--- config.mk ---
export PLATFORM = sky130hd
export DESIGN_NAME = lin_diag_session_cmds
export DESIGN_NICKNAME = d
export VERILOG_FILES = /design/src/lin_diag_pkg.sv /design/src/chan_error.sv /design/src/diag_buffer.sv /design/src/lin_diag_session_cmds.sv
export SDC_FILE = /design/constraint.sdc
export NUM_CORES = 2
export LEC_CHECK = 0
export ABC_AREA = 0
export ABC_CLOCK_PERIOD_IN_PS = 3700
export BUFFER_PORTS_ARGS = -buffer_cell sky130_fd_sc_hd__clkbuf_2
export CORE_MARGIN = 1
export CORE_UTILIZATION = 50
export CTS_CLUSTER_DIAMETER = 120
export CTS_CLUSTER_SIZE = 24
export DETAILED_ROUTE_END_ITERATION = 7
export PLACE_DENSITY = 0.71
export SLEW_MARGIN = 20
export SYNTH_ARGS = -nofsm -noshare
export SYNTH_HDL_FRONTEND = slang
export SYNTH_SLANG_ARGS = --single-unit
--- constraint.sdc ---
create_clock -name pclk -period 3.7 [get_ports pclk]
set_clock_uncertainty 0.05 [all_clocks]
set_input_delay 0.37 -clock pclk [delete_from_list [all_inputs] [get_ports pclk]]
set_output_delay 0.37 -clock pclk [all_outputs]
set_load 0.01 [all_outputs]
--- src/lin_diag_pkg.sv ---
// Shared constants for the LIN diagnostic session command block.
// Assumes a 32-bit APB register slave and byte-wide request/response streams.
package lin_diag_pkg;

  // ****************************************
  // Command codes
  // ****************************************
  localparam logic [7:0] OP_START = 8'hA1;
  localparam logic [7:0] OP_SEND = 8'hA2;
  localparam logic [7:0] OP_FETCH = 8'hA3;
  localparam logic [7:0] OP_STOP = 8'hA4;
  localparam logic [7:0] OP_STATE = 8'hA5;

  // ****************************************
  // Register byte offsets
  // ****************************************
  localparam logic [7:0] ADDR_PARAM0 = 8'h00;
  localparam logic [7:0] ADDR_PARAM1 = 8'h04;
  localparam logic [7:0] ADDR_OPCODE = 8'h08;
  localparam logic [7:0] ADDR_TXDATA = 8'h0C;
  localparam logic [7:0] ADDR_REPLY0 = 8'h10;
  localparam logic [7:0] ADDR_REPLY1 = 8'h14;
  localparam logic [7:0] ADDR_RXDATA = 8'h18;
  localparam logic [7:0] ADDR_STATUS = 8'h1C;

  // ****************************************
  // Fields, codes and reset values
  // ****************************************
  localparam int MODE_NO_RESP_BIT = 7;
  localparam int FLG_SEG = 0;
  localparam int FLG_BUSY = 1;
  localparam int FLG_VALID = 2;
  localparam int FLG_PEND = 3;
  localparam int GS_BUSY = 0;
  localparam int GS_PEND = 1;
  localparam int STS_PEND = 0;
  localparam int STS_TXBUSY = 1;
  localparam int STS_REJECT = 2;
  localparam int SEND_HDR_BYTES = 8;
  localparam int STOP_HDR_BYTES = 4;
  localparam logic [2:0] SES_UNINIT = 3'h0;
  localparam logic [2:0] SES_NOCONN = 3'h1;
  localparam logic [2:0] SES_CONNECTING = 3'h2;
  localparam logic [2:0] SES_CONNECTED = 3'h3;
  localparam logic [2:0] SES_RELEASED = 3'h4;
  localparam logic [7:0] ERR_RESET = 8'h00;
  localparam logic [31:0] WORD_RESET = 32'h0000_0000;

  typedef enum logic [1:0] {TX_IDLE, TX_LOAD, TX_SHOW} tx_state_type;

endpackage : lin_diag_pkg

--- src/chan_error.sv ---
// Stored error code per channel, set by the link and cleared by commands.
// Assumes set and clear requests are single-cycle pulses on pclk.
module chan_error #(
  parameter int NCH = 2,
  parameter int CW = 1
) (
  input wire logic pclk,
  input wire logic presetn,
  input wire logic set_en,
  input wire logic [CW-1:0] set_chan,
  input wire logic [7:0] set_code,
  input wire logic clr_en,
  input wire logic [CW-1:0] clr_chan,
  output logic [NCH-1:0][7:0] err_q
);
  logic [NCH-1:0][7:0] err_nxt;

  // ****************************************
  // Per-channel error code
  // ****************************************
  // A new error wins over a clear in the same cycle, so no error is lost
  always_comb begin
    err_nxt = err_q;
    for (int c = 0; c < NCH; c++) begin
      if (set_en && set_chan == CW'(c)) begin
        err_nxt[c] = set_code;
      end else if (clr_en && clr_chan == CW'(c)) begin
        err_nxt[c] = lin_diag_pkg::ERR_RESET;
      end
    end
  end

  always_ff @(posedge pclk or negedge presetn) begin
    if (!presetn) begin
      err_q <= '0;
    end else begin
      err_q <= err_nxt;
    end
  end
endmodule : chan_error

--- src/diag_buffer.sv ---
// Byte store with one region per channel, one write and one read port.
// Assumes BUF_DEPTH is a power of two so the address is {channel, index}.
module diag_buffer #(
  parameter int NCH = 2,
  parameter int DEPTH = 64,
  parameter int CW = 1,
  parameter int AW = 6
) (
  input wire logic pclk,
  input wire logic presetn,
  input wire logic wr_en,
  input wire logic [CW-1:0] wr_chan,
  input wire logic [AW-1:0] wr_idx,
  input wire logic [7:0] wr_data,
  input wire logic [CW-1:0] rd_chan,
  input wire logic [AW-1:0] rd_idx,
  output logic [7:0] rd_data
);
  localparam int ENTRIES = 2 ** (CW + AW);

  logic [7:0] mem_r [ENTRIES];

  // ****************************************
  // Storage, one flip-flop byte per entry
  // ****************************************
  for (genvar e = 0; e < ENTRIES; e++) begin : g_ent
    // Channel sits in the upper address bits, so regions never overlap
    always_ff @(posedge pclk or negedge presetn) begin
      if (!presetn) begin
        mem_r[e] <= 8'h00;
      end else if (wr_en && {wr_chan, wr_idx} == (CW + AW)'(e)) begin
        mem_r[e] <= wr_data;
      end
    end
  end

  // Asynchronous read; the caller registers it
  assign rd_data = mem_r[{rd_chan, rd_idx}];

endmodule : diag_buffer

--- src/lin_diag_session_cmds.sv ---
// Command decoder and buffer manager for per-channel LIN diagnostic sessions.
// Assumes an APB master on pclk and a link engine on pclk driving tx/rsp/err.
//
// Overview of operation
// - Channel byte, addressing mode, no-response bit
// - Send byte: store only, or transmit
// - Append byte: restart or continue buffer
// - Segmentation flag byte four, byte five reserved
// - Length in bytes six-seven, data follows
// - Code A3 reads channel response buffer
// - Long responses fetched repeatedly, last remaining zero
// - Fetch flags: segment, busy, valid, not empty
// - Fetch reply byte three holds state
// - Reply length, outstanding count, then data
// - Reply byte one holds last error
// - Stop ends session, releases connection
// - Stop carries mode, final length, data
// - Get-state reports error before clearing
// - Error cleared on start, nonzero stop
// - Send valid only on connected channel
// - Get-state byte one selects error clearing
//
// Design decisions made here: the register offsets and the APB register port.
module lin_diag_session_cmds #(
  parameter int NCH = 2,
  parameter int PARAM_AREA = 64,
  parameter int BUF_DEPTH = 64,
  localparam int CW = (NCH > 1) ? $clog2(NCH) : 1
) (
  input wire logic pclk,
  input wire logic presetn,
  input wire logic [7:0] paddr,
  input wire logic psel,
  input wire logic penable,
  input wire logic pwrite,
  input wire logic [31:0] pwdata,
  output logic pready,
  output logic [31:0] prdata,
  output logic pslverr,
  output logic tx_valid,
  input wire logic tx_ready,
  output logic [7:0] tx_data,
  output logic tx_last,
  output logic [CW-1:0] tx_chan,
  output logic tx_functional,
  output logic tx_no_resp,
  output logic tx_seg,
  input wire logic rsp_valid,
  input wire logic [CW-1:0] rsp_chan,
  input wire logic [7:0] rsp_data,
  input wire logic rsp_last,
  input wire logic rsp_seg,
  input wire logic err_valid,
  input wire logic [CW-1:0] err_chan,
  input wire logic [7:0] err_code,
  input wire logic [7:0] diag_type
);
  localparam int AW = $clog2(BUF_DEPTH);
  localparam logic [15:0] SEND_MAX = 16'(PARAM_AREA - lin_diag_pkg::SEND_HDR_BYTES);
  localparam logic [15:0] STOP_MAX = 16'(PARAM_AREA - lin_diag_pkg::STOP_HDR_BYTES);
  localparam logic [16:0] DEPTH_C = 17'(BUF_DEPTH);

  logic pready_r, pready_nxt, pslverr_r, pslverr_nxt;
  logic [31:0] prdata_r, prdata_nxt, param0_r, param0_nxt, param1_r, param1_nxt;
  logic [31:0] reply0_r, reply0_nxt, reply1_r, reply1_nxt;
  logic reject_r, reject_nxt;
  logic [NCH-1:0][2:0] state_r, state_nxt;
  logic [NCH-1:0][AW:0] req_cnt_r, req_cnt_nxt, rsp_wr_r, rsp_wr_nxt, rsp_rd_r, rsp_rd_nxt;
  logic [NCH-1:0] rsp_seg_r, rsp_seg_nxt, rsp_done_r, rsp_done_nxt, busy_r, busy_nxt;
  logic pend_r, pend_nxt, pend_send_r, pend_send_nxt, pend_func_r, pend_func_nxt;
  logic pend_nr_r, pend_nr_nxt, pend_seg_r, pend_seg_nxt;
  logic [CW-1:0] pend_chan_r, pend_chan_nxt, rx_chan_r, rx_chan_nxt;
  logic [15:0] pend_left_r, pend_left_nxt, rx_left_r, rx_left_nxt;
  lin_diag_pkg::tx_state_type tx_st_r, tx_st_nxt;
  logic [CW-1:0] tx_chan_r, tx_chan_nxt;
  logic [AW:0] tx_ptr_r, tx_ptr_nxt, tx_total_r, tx_total_nxt;
  logic [7:0] tx_data_r, tx_data_nxt;
  logic tx_valid_r, tx_valid_nxt, tx_last_r, tx_last_nxt;
  logic tx_func_r, tx_func_nxt, tx_nr_r, tx_nr_nxt, tx_seg_r, tx_seg_nxt;

  logic wr_fire, rd_fire, cmd_go, txd_go, tx_done, tx_start, clr_en, accept;
  logic [7:0] ch8, mode, req_rd_data, rsp_rd_data;
  logic [CW-1:0] chi;
  logic ch_ok;
  logic [15:0] len_send, len_stop, avail, chunk;
  logic [16:0] base;
  logic [NCH-1:0][7:0] err_q;
  logic rsp_ok;

  // ****************************************
  // APB handshake and command fields
  // ****************************************
  // One wait state lets read data come from a flip-flop
  assign wr_fire = psel && penable && pready_r && pwrite;
  assign rd_fire = psel && penable && pready_r && !pwrite;
  assign cmd_go = wr_fire && paddr == lin_diag_pkg::ADDR_OPCODE;
  assign txd_go = wr_fire && paddr == lin_diag_pkg::ADDR_TXDATA && pend_r;
  assign ch8 = param0_r[7:0];
  assign ch_ok = ch8 < 8'(NCH);
  assign chi = ch8[CW-1:0];
  assign mode = param0_r[15:8];
  assign len_send = {param1_r[31:24], param1_r[23:16]};
  assign len_stop = {param0_r[31:24], param0_r[23:16]};
  assign avail = 16'(rsp_wr_r[chi] - rsp_rd_r[chi]);
  assign chunk = (avail > SEND_MAX) ? SEND_MAX : avail;
  assign base = (param0_r[24] && ch_ok) ? 17'(req_cnt_r[chi]) : 17'h0_0000;
  assign tx_done = tx_valid_r && tx_ready && tx_last_r;
  assign rsp_ok = rsp_valid && rsp_chan <= CW'(NCH - 1) && rsp_wr_r[rsp_chan] < DEPTH_C[AW:0];

  // ****************************************
  // Register bus, commands and channel state
  // ****************************************
  always_comb begin
    pready_nxt = psel && penable && !pready_r;
    pslverr_nxt = 1'b0;
    prdata_nxt = prdata_r;
    {param0_nxt, param1_nxt, reply0_nxt, reply1_nxt} = {param0_r, param1_r, reply0_r, reply1_r};
    {reject_nxt, state_nxt, req_cnt_nxt} = {reject_r, state_r, req_cnt_r};
    {rsp_wr_nxt, rsp_rd_nxt, rsp_seg_nxt} = {rsp_wr_r, rsp_rd_r, rsp_seg_r};
    {rsp_done_nxt, busy_nxt} = {rsp_done_r, busy_r};
    {pend_nxt, pend_send_nxt, pend_func_nxt, pend_nr_nxt} = {pend_r, pend_send_r, pend_func_r, pend_nr_r};
    {pend_seg_nxt, pend_chan_nxt, pend_left_nxt} = {pend_seg_r, pend_chan_r, pend_left_r};
    {rx_chan_nxt, rx_left_nxt} = {rx_chan_r, rx_left_r};
    tx_start = 1'b0;
    clr_en = 1'b0;
    accept = 1'b0;
    // Read data is sampled in the first access cycle, shown with pready
    if (psel && penable && !pready_r) begin
      unique case (paddr)
        lin_diag_pkg::ADDR_PARAM0: prdata_nxt = param0_r;
        lin_diag_pkg::ADDR_PARAM1: prdata_nxt = param1_r;
        lin_diag_pkg::ADDR_OPCODE, lin_diag_pkg::ADDR_TXDATA: prdata_nxt = 32'h0000_0000;
        lin_diag_pkg::ADDR_REPLY0: prdata_nxt = reply0_r;
        lin_diag_pkg::ADDR_REPLY1: prdata_nxt = reply1_r;
        lin_diag_pkg::ADDR_RXDATA: prdata_nxt = {24'h00_0000, (rx_left_r != 16'h0000) ? rsp_rd_data : 8'h00};
        lin_diag_pkg::ADDR_STATUS: prdata_nxt = {29'h0000_0000, reject_r, tx_st_r != lin_diag_pkg::TX_IDLE, pend_r};
        default: begin
          prdata_nxt = 32'h0000_0000;
          pslverr_nxt = 1'b1;
        end
      endcase
    end
    if (wr_fire && paddr == lin_diag_pkg::ADDR_PARAM0) param0_nxt = pwdata;
    if (wr_fire && paddr == lin_diag_pkg::ADDR_PARAM1) param1_nxt = pwdata;
    // Response bytes from the link land in the addressed channel only
    if (rsp_ok) begin
      rsp_wr_nxt[rsp_chan] = rsp_wr_r[rsp_chan] + 1'b1;
      rsp_seg_nxt[rsp_chan] = rsp_seg;
      if (rsp_last) begin
        rsp_done_nxt[rsp_chan] = 1'b1;
        busy_nxt[rsp_chan] = 1'b0;
      end
    end
    if (tx_done && tx_nr_r) busy_nxt[tx_chan_r] = 1'b0;
    // Draining the response buffer; pointers rewind once it is empty
    if (rd_fire && paddr == lin_diag_pkg::ADDR_RXDATA && rx_left_r != 16'h0000) begin
      rx_left_nxt = rx_left_r - 16'h0001;
      rsp_rd_nxt[rx_chan_r] = rsp_rd_r[rx_chan_r] + 1'b1;
      if (rsp_rd_nxt[rx_chan_r] == rsp_wr_r[rx_chan_r] && !(rsp_ok && rsp_chan == rx_chan_r)) begin
        rsp_rd_nxt[rx_chan_r] = '0;
        rsp_wr_nxt[rx_chan_r] = '0;
        rsp_done_nxt[rx_chan_r] = 1'b0;
      end
    end
    // Payload bytes of a send or final stop request
    if (txd_go) begin
      req_cnt_nxt[pend_chan_r] = req_cnt_r[pend_chan_r] + 1'b1;
      pend_left_nxt = pend_left_r - 16'h0001;
      if (pend_left_r == 16'h0001) begin
        pend_nxt = 1'b0;
        tx_start = pend_send_r;
        if (pend_send_r) busy_nxt[pend_chan_r] = 1'b1;
      end
    end
    if (cmd_go) begin
      reject_nxt = 1'b0;
      unique case (pwdata[7:0])
        lin_diag_pkg::OP_START: begin
          accept = ch_ok;
          if (accept) begin
            state_nxt[chi] = lin_diag_pkg::SES_CONNECTED;
            clr_en = 1'b1;
          end
        end
        lin_diag_pkg::OP_SEND: begin
          accept = ch_ok && !pend_r && tx_st_r == lin_diag_pkg::TX_IDLE
            && state_r[chi] == lin_diag_pkg::SES_CONNECTED
            && len_send != 16'h0000 && len_send <= SEND_MAX
            && base + {1'b0, len_send} <= DEPTH_C;
          if (accept) begin
            pend_nxt = 1'b1;
            pend_chan_nxt = chi;
            pend_left_nxt = len_send;
            pend_send_nxt = param0_r[16];
            pend_func_nxt = mode[0];
            pend_nr_nxt = mode[lin_diag_pkg::MODE_NO_RESP_BIT];
            pend_seg_nxt = param1_r[0];
            req_cnt_nxt[chi] = base[AW:0];
          end
        end
        lin_diag_pkg::OP_FETCH: begin
          accept = ch_ok;
          if (accept) begin
            reply0_nxt = {5'h00, state_r[chi],
              4'h0, avail != 16'h0000, rsp_done_r[chi], busy_r[chi], rsp_seg_r[chi],
              err_q[chi], ch8};
            reply1_nxt = {avail - chunk, chunk};
            rx_chan_nxt = chi;
            rx_left_nxt = chunk;
          end
        end
        lin_diag_pkg::OP_STOP: begin
          accept = ch_ok && !pend_r && len_stop <= STOP_MAX
            && (len_stop == 16'h0000 || tx_st_r == lin_diag_pkg::TX_IDLE);
          if (accept) begin
            state_nxt[chi] = lin_diag_pkg::SES_RELEASED;
            if (len_stop != 16'h0000) begin
              clr_en = 1'b1;
              pend_nxt = 1'b1;
              pend_chan_nxt = chi;
              pend_left_nxt = len_stop;
              pend_send_nxt = 1'b1;
              pend_func_nxt = mode[0];
              pend_nr_nxt = mode[lin_diag_pkg::MODE_NO_RESP_BIT];
              pend_seg_nxt = 1'b0;
              req_cnt_nxt[chi] = '0;
            end
          end
        end
        lin_diag_pkg::OP_STATE: begin
          accept = ch_ok;
          if (accept) begin
            // Reported value is the one held before this command's clear
            reply0_nxt = {5'h00, state_r[chi], diag_type, err_q[chi], ch8};
            reply1_nxt = {30'h0000_0000, avail != 16'h0000, busy_r[chi]};
            clr_en = param0_r[8];
          end
        end
        default: accept = 1'b0;
      endcase
      reject_nxt = !accept;
    end
  end

  always_ff @(posedge pclk or negedge presetn) begin
    if (!presetn) begin
      {pready_r, pslverr_r, reject_r} <= 3'h0;
      {prdata_r, param0_r, param1_r} <= {3{lin_diag_pkg::WORD_RESET}};
      {reply0_r, reply1_r} <= {2{lin_diag_pkg::WORD_RESET}};
      state_r <= {NCH{lin_diag_pkg::SES_UNINIT}};
      {req_cnt_r, rsp_wr_r, rsp_rd_r} <= '0;
      {rsp_seg_r, rsp_done_r, busy_r} <= '0;
      {pend_r, pend_send_r, pend_func_r, pend_nr_r, pend_seg_r} <= 5'h00;
      {pend_chan_r, rx_chan_r} <= '0;
      {pend_left_r, rx_left_r} <= 32'h0000_0000;
    end else begin
      {pready_r, pslverr_r, reject_r} <= {pready_nxt, pslverr_nxt, reject_nxt};
      {prdata_r, param0_r, param1_r} <= {prdata_nxt, param0_nxt, param1_nxt};
      {reply0_r, reply1_r} <= {reply0_nxt, reply1_nxt};
      state_r <= state_nxt;
      {req_cnt_r, rsp_wr_r, rsp_rd_r} <= {req_cnt_nxt, rsp_wr_nxt, rsp_rd_nxt};
      {rsp_seg_r, rsp_done_r, busy_r} <= {rsp_seg_nxt, rsp_done_nxt, busy_nxt};
      {pend_r, pend_send_r, pend_func_r, pend_nr_r} <= {pend_nxt, pend_send_nxt, pend_func_nxt, pend_nr_nxt};
      {pend_seg_r, pend_chan_r, rx_chan_r} <= {pend_seg_nxt, pend_chan_nxt, rx_chan_nxt};
      {pend_left_r, rx_left_r} <= {pend_left_nxt, rx_left_nxt};
    end
  end

  // ****************************************
  // Request transmitter
  // ****************************************
  // A byte is fetched in LOAD and held in SHOW until the link takes it
  always_comb begin
    {tx_st_nxt, tx_chan_nxt, tx_ptr_nxt, tx_total_nxt} = {tx_st_r, tx_chan_r, tx_ptr_r, tx_total_r};
    {tx_data_nxt, tx_valid_nxt, tx_last_nxt} = {tx_data_r, tx_valid_r, tx_last_r};
    {tx_func_nxt, tx_nr_nxt, tx_seg_nxt} = {tx_func_r, tx_nr_r, tx_seg_r};
    unique case (tx_st_r)
      lin_diag_pkg::TX_IDLE: begin
        if (tx_start) begin
          tx_st_nxt = lin_diag_pkg::TX_LOAD;
          tx_chan_nxt = pend_chan_r;
          tx_ptr_nxt = '0;
          tx_total_nxt = req_cnt_r[pend_chan_r] + 1'b1;
          {tx_func_nxt, tx_nr_nxt, tx_seg_nxt} = {pend_func_r, pend_nr_r, pend_seg_r};
        end
      end
      lin_diag_pkg::TX_LOAD: begin
        tx_data_nxt = req_rd_data;
        tx_valid_nxt = 1'b1;
        tx_last_nxt = tx_ptr_r + 1'b1 == tx_total_r;
        tx_st_nxt = lin_diag_pkg::TX_SHOW;
      end
      lin_diag_pkg::TX_SHOW: begin
        if (tx_ready) begin
          tx_valid_nxt = 1'b0;
          tx_last_nxt = 1'b0;
          tx_ptr_nxt = tx_ptr_r + 1'b1;
          tx_st_nxt = tx_last_r ? lin_diag_pkg::TX_IDLE : lin_diag_pkg::TX_LOAD;
        end
      end
      default: tx_st_nxt = lin_diag_pkg::TX_IDLE;
    endcase
  end

  always_ff @(posedge pclk or negedge presetn) begin
    if (!presetn) begin
      tx_st_r <= lin_diag_pkg::TX_IDLE;
      {tx_chan_r, tx_ptr_r, tx_total_r} <= '0;
      {tx_data_r, tx_valid_r, tx_last_r} <= 10'h000;
      {tx_func_r, tx_nr_r, tx_seg_r} <= 3'h0;
    end else begin
      tx_st_r <= tx_st_nxt;
      {tx_chan_r, tx_ptr_r, tx_total_r} <= {tx_chan_nxt, tx_ptr_nxt, tx_total_nxt};
      {tx_data_r, tx_valid_r, tx_last_r} <= {tx_data_nxt, tx_valid_nxt, tx_last_nxt};
      {tx_func_r, tx_nr_r, tx_seg_r} <= {tx_func_nxt, tx_nr_nxt, tx_seg_nxt};
    end
  end

  // ****************************************
  // Storage and outputs
  // ****************************************
  diag_buffer #(.NCH(NCH), .DEPTH(BUF_DEPTH), .CW(CW), .AW(AW)) u_req_buf (
    .pclk(pclk), .presetn(presetn), .wr_en(txd_go), .wr_chan(pend_chan_r),
    .wr_idx(req_cnt_r[pend_chan_r][AW-1:0]), .wr_data(pwdata[7:0]),
    .rd_chan(tx_chan_r), .rd_idx(tx_ptr_r[AW-1:0]), .rd_data(req_rd_data));

  diag_buffer #(.NCH(NCH), .DEPTH(BUF_DEPTH), .CW(CW), .AW(AW)) u_rsp_buf (
    .pclk(pclk), .presetn(presetn), .wr_en(rsp_ok), .wr_chan(rsp_chan),
    .wr_idx(rsp_wr_r[rsp_chan][AW-1:0]), .wr_data(rsp_data),
    .rd_chan(rx_chan_r), .rd_idx(rsp_rd_r[rx_chan_r][AW-1:0]), .rd_data(rsp_rd_data));

  chan_error #(.NCH(NCH), .CW(CW)) u_err (
    .pclk(pclk), .presetn(presetn), .set_en(err_valid && err_chan <= CW'(NCH - 1)),
    .set_chan(err_chan), .set_code(err_code), .clr_en(clr_en), .clr_chan(chi), .err_q(err_q));

  assign {pready, prdata, pslverr} = {pready_r, prdata_r, pslverr_r};
  assign {tx_valid, tx_data, tx_last, tx_chan} = {tx_valid_r, tx_data_r, tx_last_r, tx_chan_r};
  assign {tx_functional, tx_no_resp, tx_seg} = {tx_func_r, tx_nr_r, tx_seg_r};
endmodule : lin_diag_session_cmds

==> results.json <==
{
  "status": "finished, final reports clean",
  "async_reset_ff_frac": 1.00,
  "place_congestion": 0.930,
  "path_clk_slew_ns": 0.10,
  "switching_share": 0.283,
  "final_util": 0.549,
  "worstMarginPinSlew_ns": 1.17,
  "track_usage": 0.279,
  "wl_per_cell_um": 26.7,
  "power.internal_mw": 37.0,
  "path_depth": 14,
  "p_clk_frac": 0.262,
  "grt_pass1_wl_mm": 477,
  "cts.sinks": 2334,
  "setup_tns_ns": 0,
  "synth_nets": 8698,
  "die_w_um": 469,
  "critPathSlowestCell": "a221o_2",
  "synth_top_area_cell": "dfrtp_1",
  "cts.htree.levels": 3,
  "power_switching_mw": 14.6,
  "whs_path_depth": 4,
  "grt-ovfl-total": 0,
  "critPathMaxStageDelay_ns": 0.47,
  "synthFlopType": "dfrtp_1",
  "fmax_ghz": 0.280,
  "wirelength_mm": 311,
  "ys_seq_area_frac": 0.535,
  "vias_per_cell": 6.31,
  "path_buf_inv": 4,
  "cpLargestDelayFamily": "compound AO/OA/AOI/OAI gates",
  "clock-root-buffer": "clkbuf_16",
  "power_frac_seq": 0.560,
  "num-nets-final": 8873,
  "power.density_mw_per_mm2": 432,
  "ys_types": 88,
  "dieArea_mm2": 0.220,
  "hpwl_mm": 207,
  "yosysMostFrequentCell": "dfrtp_1",
  "std_cell_rows": 171,
  "finalCritPeriodShare": 0.964,
  "cp_cell_sequence": "buf_4, buf_4, buf_4, mux2i_1, nor2_2, ha_1, buf_4, nand4_1, a21o_1, a211o_1, a221o_2, or2_1, or3_1, o21ai_1",
  "pwr-share-comb": 0.178,
  "fin_cells": 11600,
  "required_ns": 4.42,
  "syn_avg_cell_area_um2": 12.7,
  "setup_viol": 0,
  "route.detailed.drc": 0,
  "synth-edff-count": 0,
  "grt_pass1_vias": 74700,
  "rsz0062_at_grt": "true",
  "layout-drive-gt1-share": 0.373,
  "clk_path_buf_depth": 3,
  "cts_buffers": 107,
  "drtPass1Iterations": 7,
  "clkLatencyLatePin_ns": 0.83,
  "synth_cells": 8590,
  "final_max_slew_viol_count": 0,
  "worstPathArrival_ns": 4.28,
  "hold_violations": 0,
  "num_io_pins": 124,
  "drtAntennaViolNets": 0,
  "synth_seq_cells": 2334,
  "core_area_mm2": 0.217,
  "drv_cap": 0,
  "ir_drop_v": 0.000612,
  "end_kind": "flip-flop",
  "initial_core_util": 0.503,
  "die_h_um": 469,
  "drt_iter0_markers": 7703,
  "ys_warn_count": 0,
  "startpoint_type": "flip-flop",
  "area_growth_pct": 9.10,
  "synth_area_mm2": 0.109,
  "dp_cells": 11400,
  "hp-class": "in -> reg",
  "grt_max_degree": 153,
  "path_common_cell": "buf_4",
  "post_dp_cell_area_mm2": 0.116,
  "tritoncts": "built",
  "cp_max_fo": 11,
  "reg2reg_depth": 14,
  "port_buffers": 123,
  "fillCellCount": 17700,
  "vias": 73400,
  "yosys-top-cells-count": "dfrtp_1, mux2_2, nand2_1",
  "crit_type": "reg -> reg",
  "final_area_mm2": 0.119,
  "antenna_found_initial": 7,
  "finalCriticalPeriod_ns": 3.57,
  "synth_top_area_frac": 0.535,
  "yosys-top-cells-area": "dfrtp_1, mux2_2, mux4_2",
  "slew_headroom": 0.222,
  "leakage_nw": 55.4
}
## power by group through the flow
stage | clock network, mW | logic [mW] | registers, mW
5_1_grt | 14.6 | 9.82 | 29.1
2_1_floorplan | 0 | 6.38 | 28.8
3_3_place_gp | 0 | 8.85 | 29.1
3_5_place_dp | 0 | 9.07 | 29.3
4_1_cts | 13.8 | 9.13 | 28.8
6_report | 13.5 | 9.16 | 28.8
## stage by stage
stage / worst slack [ns] / power (mW) / hold WS [ns]
2_1_floorplan: 0.0404 / 35.2 / 0.0244
3_3_place_gp: -0.0779 / 38.0 / 0.319
3_5_place_dp: -0.0152 / 38.3 / 0.320
4_1_cts: 0.00123 / 51.7 / 0.00175
5_1_grt: -0.0446 / 53.5 / 0.0601
6_report: 0.133 / 51.5 / 0.0646
## cells by family after synthesis
kind of cell | count (synthesis) | share of synthesized area
flops | 2334 | 0.535
other cells | 1 | 0.0000343
buf+inv | 669 | 0.0256
mux | 2659 | 0.292
simple gates | 1883 | 0.0787
compound gates | 938 | 0.0598
xor+xnor | 74 | 0.00593
fa+ha+maj | 32 | 0.00380
## cell usage in the layout, fill, tap and decap left out, types with 19 or more instances in the layout
master / count
nand4_1: 76
mux2_2: 2122
a32oi_1: 19
and3_1: 31
nand3_1: 337
nor2_1: 229
a221oi_1: 36
mux4_2: 206
ha_1: 28
o22ai_1: 67
dfrtp_1: 2328
and2_1: 21
nand2b_1: 29
xnor2_1: 43
dlygate4sd3_1: 54
mux2i_1: 324
o32ai_1: 70
a31oi_1: 80
o31ai_1: 23
a211oi_1: 19
o221ai_1: 74
xor2_1: 31
nor3_1: 34
inv_1: 40
a21oi_1: 137
a22o_1: 56
buf_12: 57
a21o_1: 25
buf_4: 469
nand2_1: 891
clkbuf_2: 106
a22oi_1: 29
nor2_2: 122
clkbuf_16: 107
o21ai_0: 179
## routing by layer
layer  track usage  vias to the layer above  share of wire
li1              -                    31400              -
met1         0.398                    38800           0.43
met2         0.423                     2678           0.45
met3        0.0618                      558          0.081
met4        0.0921                       14          0.035
met5       0.00562                        -        0.00079
## timing repair
action                     in CTS  in global routing
pin swaps                       0                 16
hold endpoints to repair      512                  0
setup endpoints to repair       7                 41
gates resized for setup         1                 42
buffers inserted                0                 10
hold buffers                   54                  0
gates cloned                    0                  0
## worst paths after layout
kind / startpoint / end / slack [ns]
worst max register to register: param0_r[0] / req_cnt_r[11] / 0.13
worst max-delay path: param0_r[0] / req_cnt_r[11] / 0.13
worst min-delay path: penable / pready / 0.06
worst min register to register: prdata[18] / prdata[18] / 0.44
max in group asynchronous: presetn / u_req_buf.mem_r[233] / 2.15
min in group asynchronous: presetn / param1_r[21] / 0.07
## layout make-up
cell class,count,area [um2],area share
repair buffers,691,5790,0.0485
well taps,2854,3570,0.0300
clock buffers,112,2710,0.0227
flip-flops and latches,2334,58400,0.490
clock inverters,9,183,0.00153
multi-input cells,5587,48400,0.406
diodes,9,22.5,0.000189
inverters,44,173,0.00145
## tightest hold or removal path: stages
cell and delay (ns):
clkbuf_2 0.10, nand3b_1 0.09, buf_4 0.25, inv_1 0.09
## registers in the layout (all words and copies together) (netlist names), 12 cells and up, named ones only
signal / flops
param0_r: 32
param1_r: 32
pend_left_r: 16
prdata: 32
reply0_r: 26
reply1_r: 24
req_cnt_r: 14
rsp_rd_r: 12
rsp_wr_r: 14
rx_left_r: 16
u_err.err_q: 16
u_req_buf.mem_r: 1024
u_rsp_buf.mem_r: 1024
(Power assumes the default switching activity.)
